**src/common/pgs_pkg.sv**
```systemverilog
// constants and types shared by the power gpio sequencer
package pgs_pkg;
  localparam int CLOCK_HZ = 20000000;
  // longest allowed gap between paired pin edges, in nanoseconds (12.5 us)
  localparam int PIN_GAP_NS = 12500;
  // longest time rounds down, at least one cycle
  localparam int PIN_GAP_CYCLES_RAW = (PIN_GAP_NS / 50);
  localparam int PIN_GAP_CYCLES = (PIN_GAP_CYCLES_RAW < 1) ? 1 : PIN_GAP_CYCLES_RAW;
  localparam int GAP_WIDTH = 9;
  // cc level codes from the comparator, in millivolts
  localparam int LEVEL_WIDTH = 12;
  localparam logic [11:0] MV_200 = 12'h0c8;
  localparam logic [11:0] MV_400 = 12'h190;
  localparam logic [11:0] MV_800 = 12'h320;
  localparam logic [11:0] MV_1600 = 12'h640;
  localparam logic [11:0] MV_2600 = 12'ha28;
  // advertised current
  typedef enum logic [1:0] {ADV_DEFAULT = 2'h0, ADV_1A5 = 2'h1, ADV_3A = 2'h2} pgs_adv_type;
  // classified cc line state
  typedef enum logic [1:0] {
    CC_OPEN = 2'h0,
    CC_POWERED_CABLE = 2'h1,
    CC_SINK_PULLDOWN = 2'h2
  } pgs_cc_type;
  // requested source rail
  typedef enum logic [1:0] {RAIL_5V = 2'h0, RAIL_9V = 2'h1, RAIL_20V = 2'h2} pgs_rail_type;
  // sequencer states, gray along the usual path
  typedef enum logic [2:0] {
    ST_UNATTACHED = 3'h0,
    ST_SINK_CURRENT_PROFILE_SELECT = 3'h1,
    ST_SINK_ON = 3'h3,
    ST_SRC_ON = 3'h2,
    ST_SRC_SWAP = 3'h6
  } pgs_state_type;
endpackage

```
**src/hw/pgs_cc_classifier.sv**
```systemverilog
// classifies the digitised cc line level by advertised current
`timescale 1ns/1ps
module pgs_cc_classifier (
  input wire logic [pgs_pkg::LEVEL_WIDTH-1:0] i_level_mv,
  input wire pgs_pkg::pgs_adv_type i_advert,
  output pgs_pkg::pgs_cc_type o_cc_state
);
  logic [pgs_pkg::LEVEL_WIDTH-1:0] cable_limit;
  logic [pgs_pkg::LEVEL_WIDTH-1:0] sink_limit;

  always_comb
  begin
    case (i_advert)
      pgs_pkg::ADV_1A5:
      begin
        cable_limit = pgs_pkg::MV_400;
        sink_limit = pgs_pkg::MV_1600;
      end
      pgs_pkg::ADV_3A:
      begin
        cable_limit = pgs_pkg::MV_800;
        sink_limit = pgs_pkg::MV_2600;
      end
      default:
      begin
        cable_limit = pgs_pkg::MV_200;
        sink_limit = pgs_pkg::MV_1600;
      end
    endcase
    if (i_level_mv < cable_limit)
      o_cc_state = pgs_pkg::CC_POWERED_CABLE;
    else if (i_level_mv < sink_limit)
      o_cc_state = pgs_pkg::CC_SINK_PULLDOWN;
    else
      o_cc_state = pgs_pkg::CC_OPEN;
  end
endmodule

```
**src/hw/pgs_sequencer.sv**
```systemverilog
// power gpio sequencer: sink load sequencing, source rail pins, cc attach
`timescale 1ns/1ps
// Functional notes
// sinking: raise matching current-select pin first, then load enable.
// current-select to load-enable gap stays within 12.5 us.
// sourcing starts at 5 V; higher rail only if allowed.
// 5 V rail has its own enable; each higher rail its own select.
// enable high at all rails; 9 V or 20 V select only at that rail.
// stepping up from 5 V just raises that rail's select.
// between higher rails old select falls, new rises within 12.5 us.
// both ends start unattached before cable power.
// source attaches only after sink pull-down; then VBUS and VCONN on.
// default advert: below 0.20 V cable, below 1.60 V sink, else open.
// 1.5 A advert: below 0.40 V cable, below 1.60 V sink, else open.
// 3 A advert: below 0.80 V cable, below 2.60 V sink, else open.
// detach or reset drives all pins low and returns to unattached.
module pgs_sequencer #(
  parameter int PROFILES = 4,
  parameter int GAP_CYCLES = pgs_pkg::PIN_GAP_CYCLES
) (
  input wire logic i_clock,
  input wire logic i_resetn,
  input wire logic i_sink_mode,
  input wire logic i_source_mode,
  input wire logic i_contract_valid,
  input wire logic [$clog2(PROFILES)-1:0] i_profile,
  input wire pgs_pkg::pgs_rail_type i_rail_request,
  input wire logic i_rail_allowed,
  input wire logic i_vbus_present,
  input wire logic [pgs_pkg::LEVEL_WIDTH-1:0] i_cc_level_mv,
  input wire pgs_pkg::pgs_adv_type i_advert,
  output logic [PROFILES-1:0] o_current_profile_select,
  output logic o_load_enable,
  output logic o_supply_enable,
  output logic o_rail_9v_select,
  output logic o_rail_20v_select,
  output logic o_vbus_on,
  output logic o_vconn_on,
  output logic o_attached,
  output pgs_pkg::pgs_cc_type o_cc_state
);
  typedef struct packed {
    logic [1:0] sink_meta;
    logic [1:0] sink_sync;
    logic [1:0] src_meta;
    logic [1:0] src_sync;
    logic vbus_meta;
    logic vbus_sync;
    pgs_pkg::pgs_state_type state;
    logic [pgs_pkg::GAP_WIDTH-1:0] gap;
    pgs_pkg::pgs_rail_type rail;
    pgs_pkg::pgs_rail_type target;
    logic [PROFILES-1:0] current_profile_select;
    logic load_en;
    logic supply_en;
    logic sel_9v;
    logic sel_20v;
    logic vbus_on;
    logic vconn_on;
    logic attached;
    pgs_pkg::pgs_cc_type cc;
  } pgs_state_reg_type;

  pgs_state_reg_type state_reg;
  pgs_state_reg_type state_next;
  pgs_pkg::pgs_cc_type cc_now;

  localparam logic [pgs_pkg::GAP_WIDTH-1:0] GAP_LAST = pgs_pkg::GAP_WIDTH'(GAP_CYCLES - 1);
  localparam logic [pgs_pkg::GAP_WIDTH-1:0] GAP_ZERO = '0;

  // cc level arrives from an analog comparator block on this clock
  pgs_cc_classifier u_classifier (
    .i_level_mv(i_cc_level_mv),
    .i_advert(i_advert),
    .o_cc_state(cc_now)
  );

  function automatic logic [PROFILES-1:0] one_hot(input logic [$clog2(PROFILES)-1:0] idx);
    logic [PROFILES-1:0] v;
    v = '0;
    v[idx] = 1'b1;
    return v;
  endfunction

  always_comb
  begin
    state_next = state_reg;
    state_next.sink_meta = {i_source_mode, i_sink_mode};
    state_next.sink_sync = state_reg.sink_meta;
    state_next.src_meta = {i_rail_allowed, i_contract_valid};
    state_next.src_sync = state_reg.src_meta;
    state_next.vbus_meta = i_vbus_present;
    state_next.vbus_sync = state_reg.vbus_meta;
    state_next.cc = cc_now;
    case (state_reg.state)
      pgs_pkg::ST_UNATTACHED:
      begin
        state_next.gap = GAP_ZERO;
        if (state_reg.sink_sync[0] && state_reg.src_sync[0] && state_reg.vbus_sync)
        begin
          state_next.current_profile_select = one_hot(i_profile);
          state_next.attached = 1'b1;
          state_next.state = pgs_pkg::ST_SINK_CURRENT_PROFILE_SELECT;
        end
        else if (state_reg.sink_sync[1] && state_reg.cc == pgs_pkg::CC_SINK_PULLDOWN)
        begin
          // attach only once the sink pull-down is seen; start at 5 V
          state_next.attached = 1'b1;
          state_next.vbus_on = 1'b1;
          state_next.vconn_on = 1'b1;
          state_next.supply_en = 1'b1;
          state_next.rail = pgs_pkg::RAIL_5V;
          state_next.state = pgs_pkg::ST_SRC_ON;
        end
      end
      pgs_pkg::ST_SINK_CURRENT_PROFILE_SELECT:
      begin
        // enable follows select inside the allowed gap
        if (state_reg.gap == GAP_LAST)
        begin
          state_next.load_en = 1'b1;
          state_next.state = pgs_pkg::ST_SINK_ON;
        end
        else
          state_next.gap = state_reg.gap + 1'b1;
      end
      pgs_pkg::ST_SINK_ON:
      begin
        // a new profile while loaded: select moves, enable stays
        if (state_reg.src_sync[0])
          state_next.current_profile_select = one_hot(i_profile);
      end
      pgs_pkg::ST_SRC_ON:
      begin
        state_next.gap = GAP_ZERO;
        if (state_reg.src_sync[1] && i_rail_request != state_reg.rail)
        begin
          if (i_rail_request == pgs_pkg::RAIL_5V || state_reg.rail == pgs_pkg::RAIL_5V)
          begin
            // step to or from 5 V touches only one select
            state_next.sel_9v = (i_rail_request == pgs_pkg::RAIL_9V);
            state_next.sel_20v = (i_rail_request == pgs_pkg::RAIL_20V);
            state_next.rail = i_rail_request;
          end
          else
          begin
            // old select drops first so two rails never overlap
            state_next.sel_9v = 1'b0;
            state_next.sel_20v = 1'b0;
            state_next.target = i_rail_request;
            state_next.state = pgs_pkg::ST_SRC_SWAP;
          end
        end
      end
      pgs_pkg::ST_SRC_SWAP:
      begin
        if (state_reg.gap == GAP_LAST)
        begin
          state_next.sel_9v = (state_reg.target == pgs_pkg::RAIL_9V);
          state_next.sel_20v = (state_reg.target == pgs_pkg::RAIL_20V);
          state_next.rail = state_reg.target;
          state_next.state = pgs_pkg::ST_SRC_ON;
        end
        else
          state_next.gap = state_reg.gap + 1'b1;
      end
      default:
        state_next.state = pgs_pkg::ST_UNATTACHED;
    endcase
    // detach: sink loses vbus or its role, source loses the sink pull-down or its role
    if ((state_reg.state == pgs_pkg::ST_SINK_CURRENT_PROFILE_SELECT || state_reg.state == pgs_pkg::ST_SINK_ON)
        && !(state_reg.vbus_sync && state_reg.sink_sync[0]))
      state_next.state = pgs_pkg::ST_UNATTACHED;
    if ((state_reg.state == pgs_pkg::ST_SRC_ON || state_reg.state == pgs_pkg::ST_SRC_SWAP)
        && (state_reg.cc != pgs_pkg::CC_SINK_PULLDOWN || !state_reg.sink_sync[1]))
      state_next.state = pgs_pkg::ST_UNATTACHED;
    if (state_next.state == pgs_pkg::ST_UNATTACHED)
    begin
      state_next.current_profile_select = '0;
      state_next.load_en = 1'b0;
      state_next.supply_en = 1'b0;
      state_next.sel_9v = 1'b0;
      state_next.sel_20v = 1'b0;
      state_next.vbus_on = 1'b0;
      state_next.vconn_on = 1'b0;
      state_next.attached = 1'b0;
      state_next.rail = pgs_pkg::RAIL_5V;
    end
  end

  always_ff @(posedge i_clock or negedge i_resetn)
  begin
    if (!i_resetn)
    begin
      state_reg <= '0;
      state_reg.state <= pgs_pkg::ST_UNATTACHED;
      state_reg.cc <= pgs_pkg::CC_OPEN;
    end
    else
      state_reg <= state_next;
  end

  assign o_current_profile_select = state_reg.current_profile_select;
  assign o_load_enable = state_reg.load_en;
  assign o_supply_enable = state_reg.supply_en;
  assign o_rail_9v_select = state_reg.sel_9v;
  assign o_rail_20v_select = state_reg.sel_20v;
  assign o_vbus_on = state_reg.vbus_on;
  assign o_vconn_on = state_reg.vconn_on;
  assign o_attached = state_reg.attached;
  assign o_cc_state = state_reg.cc;
endmodule

```
**config.mk**
```make
export PLATFORM = sky130hd
export DESIGN_NAME = pgs_sequencer
export DESIGN_NICKNAME = d
export VERILOG_FILES = /design/src/common/pgs_pkg.sv /design/src/hw/pgs_cc_classifier.sv /design/src/hw/pgs_sequencer.sv
export SDC_FILE = /design/constraint.sdc
export NUM_CORES = 1
export LEC_CHECK = 0
export BUFFER_PORTS_ARGS = -buffer_cell sky130_fd_sc_hd__buf_4
export CORE_UTILIZATION = 34
export CTS_BUF_LIST = sky130_fd_sc_hd__clkbuf_8
export CTS_CLUSTER_SIZE = 24
export DETAILED_ROUTE_END_ITERATION = 7
export PLACE_DENSITY = 0.5
export SLEW_MARGIN = 20
export SYNTH_ARGS = -nofsm -noshare
export SYNTH_HDL_FRONTEND = slang
export SYNTH_SLANG_ARGS = --single-unit
```
**constraint.sdc**
```tcl
create_clock -name i_clock -period 2.7 [get_ports i_clock]
set_input_delay 0.675 -clock i_clock [delete_from_list [all_inputs] [get_ports i_clock]]
set_output_delay 0.675 -clock i_clock [all_outputs]
set_load 0.01 [all_outputs]
```
Word-level counts from Yosys, hierarchy flattened
Cells that the tools add are included.

Output and inout bits: 13. Memories kept: 0. Word-level logic and storage cells: 127. Bits in read-only memories: 0. Bits of input ports: 25. Register bits after elaboration: 39. Memory bits (writable): 0. Latch bits: 0.

Mux-type cells: 42. $mul: 0. Shift-type cells: 0. Div/mod/pow operators: 0. Equal/unequal tests: 23. Reductions and logical operators: 37. Bitwise logic cells: 1. $lt $le $gt $ge: 4. Add/sub/neg operators: 1.

Operator list (count): 3-bit two-way mux (10); 2-bit two-way mux (12); 10-bit one-hot mux with 2 select lines (1); 9-bit one-hot mux with 2 select lines (1); 3-bit one-hot mux with 5 select lines (1); 12-bit by 10-bit less-than comparator with 1-bit output (1); 12-bit less-than comparator (1); 12-bit two-way mux (1); 4-bit two-way mux (3); 3-bit by 2-bit != test with 1-bit output (second input constant) (4); 3-bit AND reduction (4); 11-bit two-way mux (1); 2-bit nonzero test (5); 9-bit by 1-bit adder with 9-bit output (second input constant) (1); 9-bit by 8-bit equality test with 1-bit output (second input constant) (1); 9-bit two-way mux (1); 3-bit != test (second input constant) (3); 3-bit nonzero test (3); 2-bit equality test (second input constant) (4); 1-bit logical AND (8); 4-bit one-hot mux with 2 select lines (1); 1-bit two-way mux (7); 2-bit by 1-bit equality test with 1-bit output (second input constant) (3); 3-bit by 2-bit equality test with 1-bit output (second input constant) (2); 19 further kinds (29).

Depth between registers and ports, before layout
Depth after elaboration: 10. Gate-level depth with buffers: 8. Mapped depth without buffers: 8.

Cells and area by module
A second synthesis with hierarchy kept.

Cell total of the unflattened synthesis: 234. Area total of the unflattened synthesis: 2293.4 µm².

By module, submodules not included: pgs_sequencer (sequential area each 925.9 µm², cells an instance 200, times used 1, area each 2019.4 µm²); pgs_cc_classifier (sequential area each 0.0 µm², cells an instance 34, times used 1, area each 274.0 µm²).

Worst setup path after synthesis
No wires, ideal clock.

Path kind: input to register. Start point: input i_advert[0]. End point: register state_reg, in the netlist o_cc_state[1]. Cell stages on the path: 7. Setup slack: 0.528 ns. Path buffers: 0. Arrival: 2.041 ns. Setup time: 0.131 ns. Required time: 2.569 ns. Path through: inv_1 > ha_1 > ha_1 > a21o_1 > a2111oi_0 > o21a_1 > a311oi_1.

Longest elaborated chain between the ends: 5. Elaborated cells on any way between the ends: 8. Classes of those cells: 2 x order compare; 2 x eq/ne; 4 x mux.

RTL lines: start, declared (RTL line pgs_sequencer.sv:31) `input wire pgs_pkg::pgs_adv_type i_advert,`; 2-bit equality test (RTL line pgs_cc_classifier.sv:13) `case (i_advert)`; 12-bit two-way mux (RTL line pgs_cc_classifier.sv:13); 12-bit less-than comparator (RTL line pgs_cc_classifier.sv:32) `else if (i_level_mv < sink_limit)`; 2-bit two-way mux (RTL line pgs_cc_classifier.sv:32); 2-bit two-way mux * (RTL line pgs_cc_classifier.sv:30) `if (i_level_mv < cable_limit)`; named net cc_now[1] (RTL line pgs_sequencer.sv:66) `pgs_pkg::pgs_cc_type cc_now;`; end signal, assigned (RTL line pgs_sequencer.sv:200) `state_reg <= state_next;`; end, declared (RTL line pgs_sequencer.sv:64) `pgs_state_reg_type state_reg;`.

Mark *: on every way through the listed nets, which the timed path passes. The rest lies on a longest branch. A chain may end at the register's enable or synchronous reset.

Worst setup path in the final report
Same ends and word-level chain as after synthesis.

==> flow_metrics.py <==
metrics = {
    "yosys": {
        "syn_area_per_cell_sq_um": 9.804,
        "netlist_area_sq_um": 2147,
        "synth-edff-count": 0,
        "yosys_warnings": 0,
        "syn_nets": 257,
        "synthTopCellsByArea": "dfrtp_1, ha_1, a21oi_1",
        "yosys.area.top_type_share_pct": 43.12,
        "yosys-top-cells-count": "dfrtp_1, nor2_1, a21oi_1, nand2_1, ha_1",
        "synth-seq-cells": 37,
        "synthArstFlopShare_pct": 100.0,
        "synth_cell_types": 55,
        "ys.flop_type": "dfrtp_1",
        "synth_top_cell_by_area": "dfrtp_1",
        "synth_cells": 219,
        "yosysMostFrequentCell": "dfrtp_1",
        "seq_area_frac_synth_pct": 43.12,
    },
    "global_routing": {
        "antenna_found_initial": 0,
        "grt_pass1_wl_mm": 7.445,
        "grt_pass1_vias": 1578,
        "grt_overflow_total": 0,
        "grt_max_degree": 38,
        "grtUsageTotal_pct": 14.77,
    },
    "cts": {
        "worstSkewPairLatency_ps": 280,
        "postCtsSetupBuffers": 0,
        "cts_max_level": 2,
        "clk_pin_slew_worst_paths_ps": 70,
        "ctsHoldBuffers": 0,
        "clockBufferDepth": 2,
        "clkSinkCount": 37,
        "cts_resized": 0,
        "numCtsBuffers": 5,
        "cts_root_buf": "clkbuf_8",
        "cts_tree": "yes",
    },
    "die": {
        "rows": 28,
        "die_area_sq_um": 6637,
        "die_h_microns": 81.47,
        "ios": 38,
        "core-area_sq_um": 5991,
        "die-width_microns": 81.47,
        "initial_core_util_pct": 35.84,
    },
    "routing": {
        "vias": 1700,
        "viasPerCell": 5.329,
        "post_drt_wl_per_cell_microns": 13.34,
        "wl_mm": 4.256,
        "ant_nets": 0,
        "dr.pass1.iters": 4,
        "drc": 0,
        "drt_iter0_drc": 127,
    },
    "finish": {
        "largest_reg_flops": 21,
        "layout-drive-gt1-share_pct": 22.54,
        "antenna_cells": 0,
        "num-nets-final": 283,
        "area_growth_pct": 15.21,
        "fill_cells": 595,
    },
    "worst_setup_path": {
        "reg2reg_depth": 4,
        "rrSetupSlack_ps": 730,
        "worstPathMaxFanout": 3,
        "critPathKind": "in2reg",
        "end_kind": "register",
        "worstSetupStartpointType": "primary input",
        "reg2reg_to": "state_reg[14]",
        "r2r_start": "state_reg[26]",
        "crit_required_ps": 2850,
        "worstPathArrival_ps": 2250,
    },
    "pwr": {
        "leakagePower_nw": 1.098,
        "p_total_mw": 1.399,
        "peakVddDrop_mv": 0.3316,
        "cellPowerDensity_nw_per_um2": 565.4,
    },
    "job": {
        "maxCapViolations": 0,
    },
    "hold_path": {
        "hold_class": "in2async",
    },
    "status": {
        "status": "complete, no violations",
    },
    "timing": {
        "tightest_slew_ps": 585.6,
        "hold_viol": 0,
        "setup_viol": 0,
        "max_freq_ghz": 0.4775,
        "grt_setup_unrepaired": "false",
        "slew_headroom_pct": 60.96,
        "fin_skew_ps": 5.946,
        "period_needed_ps": 2094,
        "fin_crit_sh_pct": 77.56,
        "setup_tns_ps": 0,
        "drv_slew": 0,
    },
    "placed_design": {
        "place_hpwl_mm": 3.156,
        "place_congestion": 0.7907,
        "port_buffers": 34,
    },
}
-- cells in the final DEF, fill, tap and decap left out, types with 3 or more instances in the layout --
master and instances:
dfrtp_1 37, buf_4 35, nor2_1 19, nand2_1 17, a21oi_1 17, ha_1 13, inv_1 8, a31oi_1 8
o21ai_0 6, nand2b_1 5, nand3_1 5, and2_1 5, clkbuf_8 5, o2111ai_1 4, xnor2_1 4, a21o_1 3
nand3b_1 3, nand4_1 3, o31ai_1 3
-- cells by family after synthesis --
logic type / after synthesis / share of synthesized area, %
fa+ha+maj: 13 / 7.576
flops: 37 / 43.12
compound gates: 59 / 18.94
mux: 3 / 1.515
xor+xnor: 6 / 2.448
buf+inv: 24 / 6.236
simple gates: 77 / 20.16
-- power by group --
| part | internal, mW | switching (mW) | total, mW |
|---|---|---|---|
| sequential | 0.601 | 0.0764 | 0.677 |
| clock | 0.169 | 0.169 | 0.339 |
| combinational | 0.165 | 0.218 | 0.383 |
-- worst max path at each step --
stage	depth (start not counted)	slack [ps]	endpoint	startpoint
after CTS	8	590	o_cc_state[1]	i_advert[0]
after detailed placement	8	300	o_cc_state[1]	i_advert[0]
final	8	610	o_cc_state[1]	i_advert[0]
after global routing	8	480	o_cc_state[1]	i_advert[0]
after global placement	8	340	o_cc_state[1]	i_advert[0]
after floorplan	7	530	o_cc_state[1]	i_advert[0]
-- metal layers --
layer / track usage [%] / vias up / routed length, microns
met4: 4.464 / 0 / 40
met3: 3.778 / 6 / 288
met2: 22.75 / 72 / 1834
li1: - / 840 / -
met5: 0 / - / 0
met1: 20.24 / 782 / 2093
-- per-stage QoR --
step	util (%)	hold slack, ps	setup slack [ps]	cell area (sq um)	std cells
final	41.29	346.5	605.8	2474	319
after global routing	41.29	356.1	481.8	2474	319
after floorplan	-	331.2	527.9	2147	219
after detailed placement	40.06	335.5	295.2	2400	313
after CTS	41.29	350.8	592.4	2474	319
after global placement	40.06	332.4	336.3	2400	313
-- cell type report --
type / instances / area, sq um / share of cell area (%)
sequential: 37 / 925.9 / 37.43
clock inverter: 1 / 5.005 / 0.2023
tap: 75 / 93.84 / 3.794
timing repair buffer: 35 / 262.8 / 10.62
multi-input combinational: 158 / 1087 / 43.96
clock buffer: 5 / 68.82 / 2.782
inverter: 8 / 30.03 / 1.214
-- worst max-delay path, stage by stage --
cell and delay, ps:
buf_4 80, inv_1 30, ha_1 310, ha_1 300
a21o_1 180, a2111oi_0 390, o21a_1 210, a311oi_1 50
No activity file was read; power rests on OpenSTA's default activity.
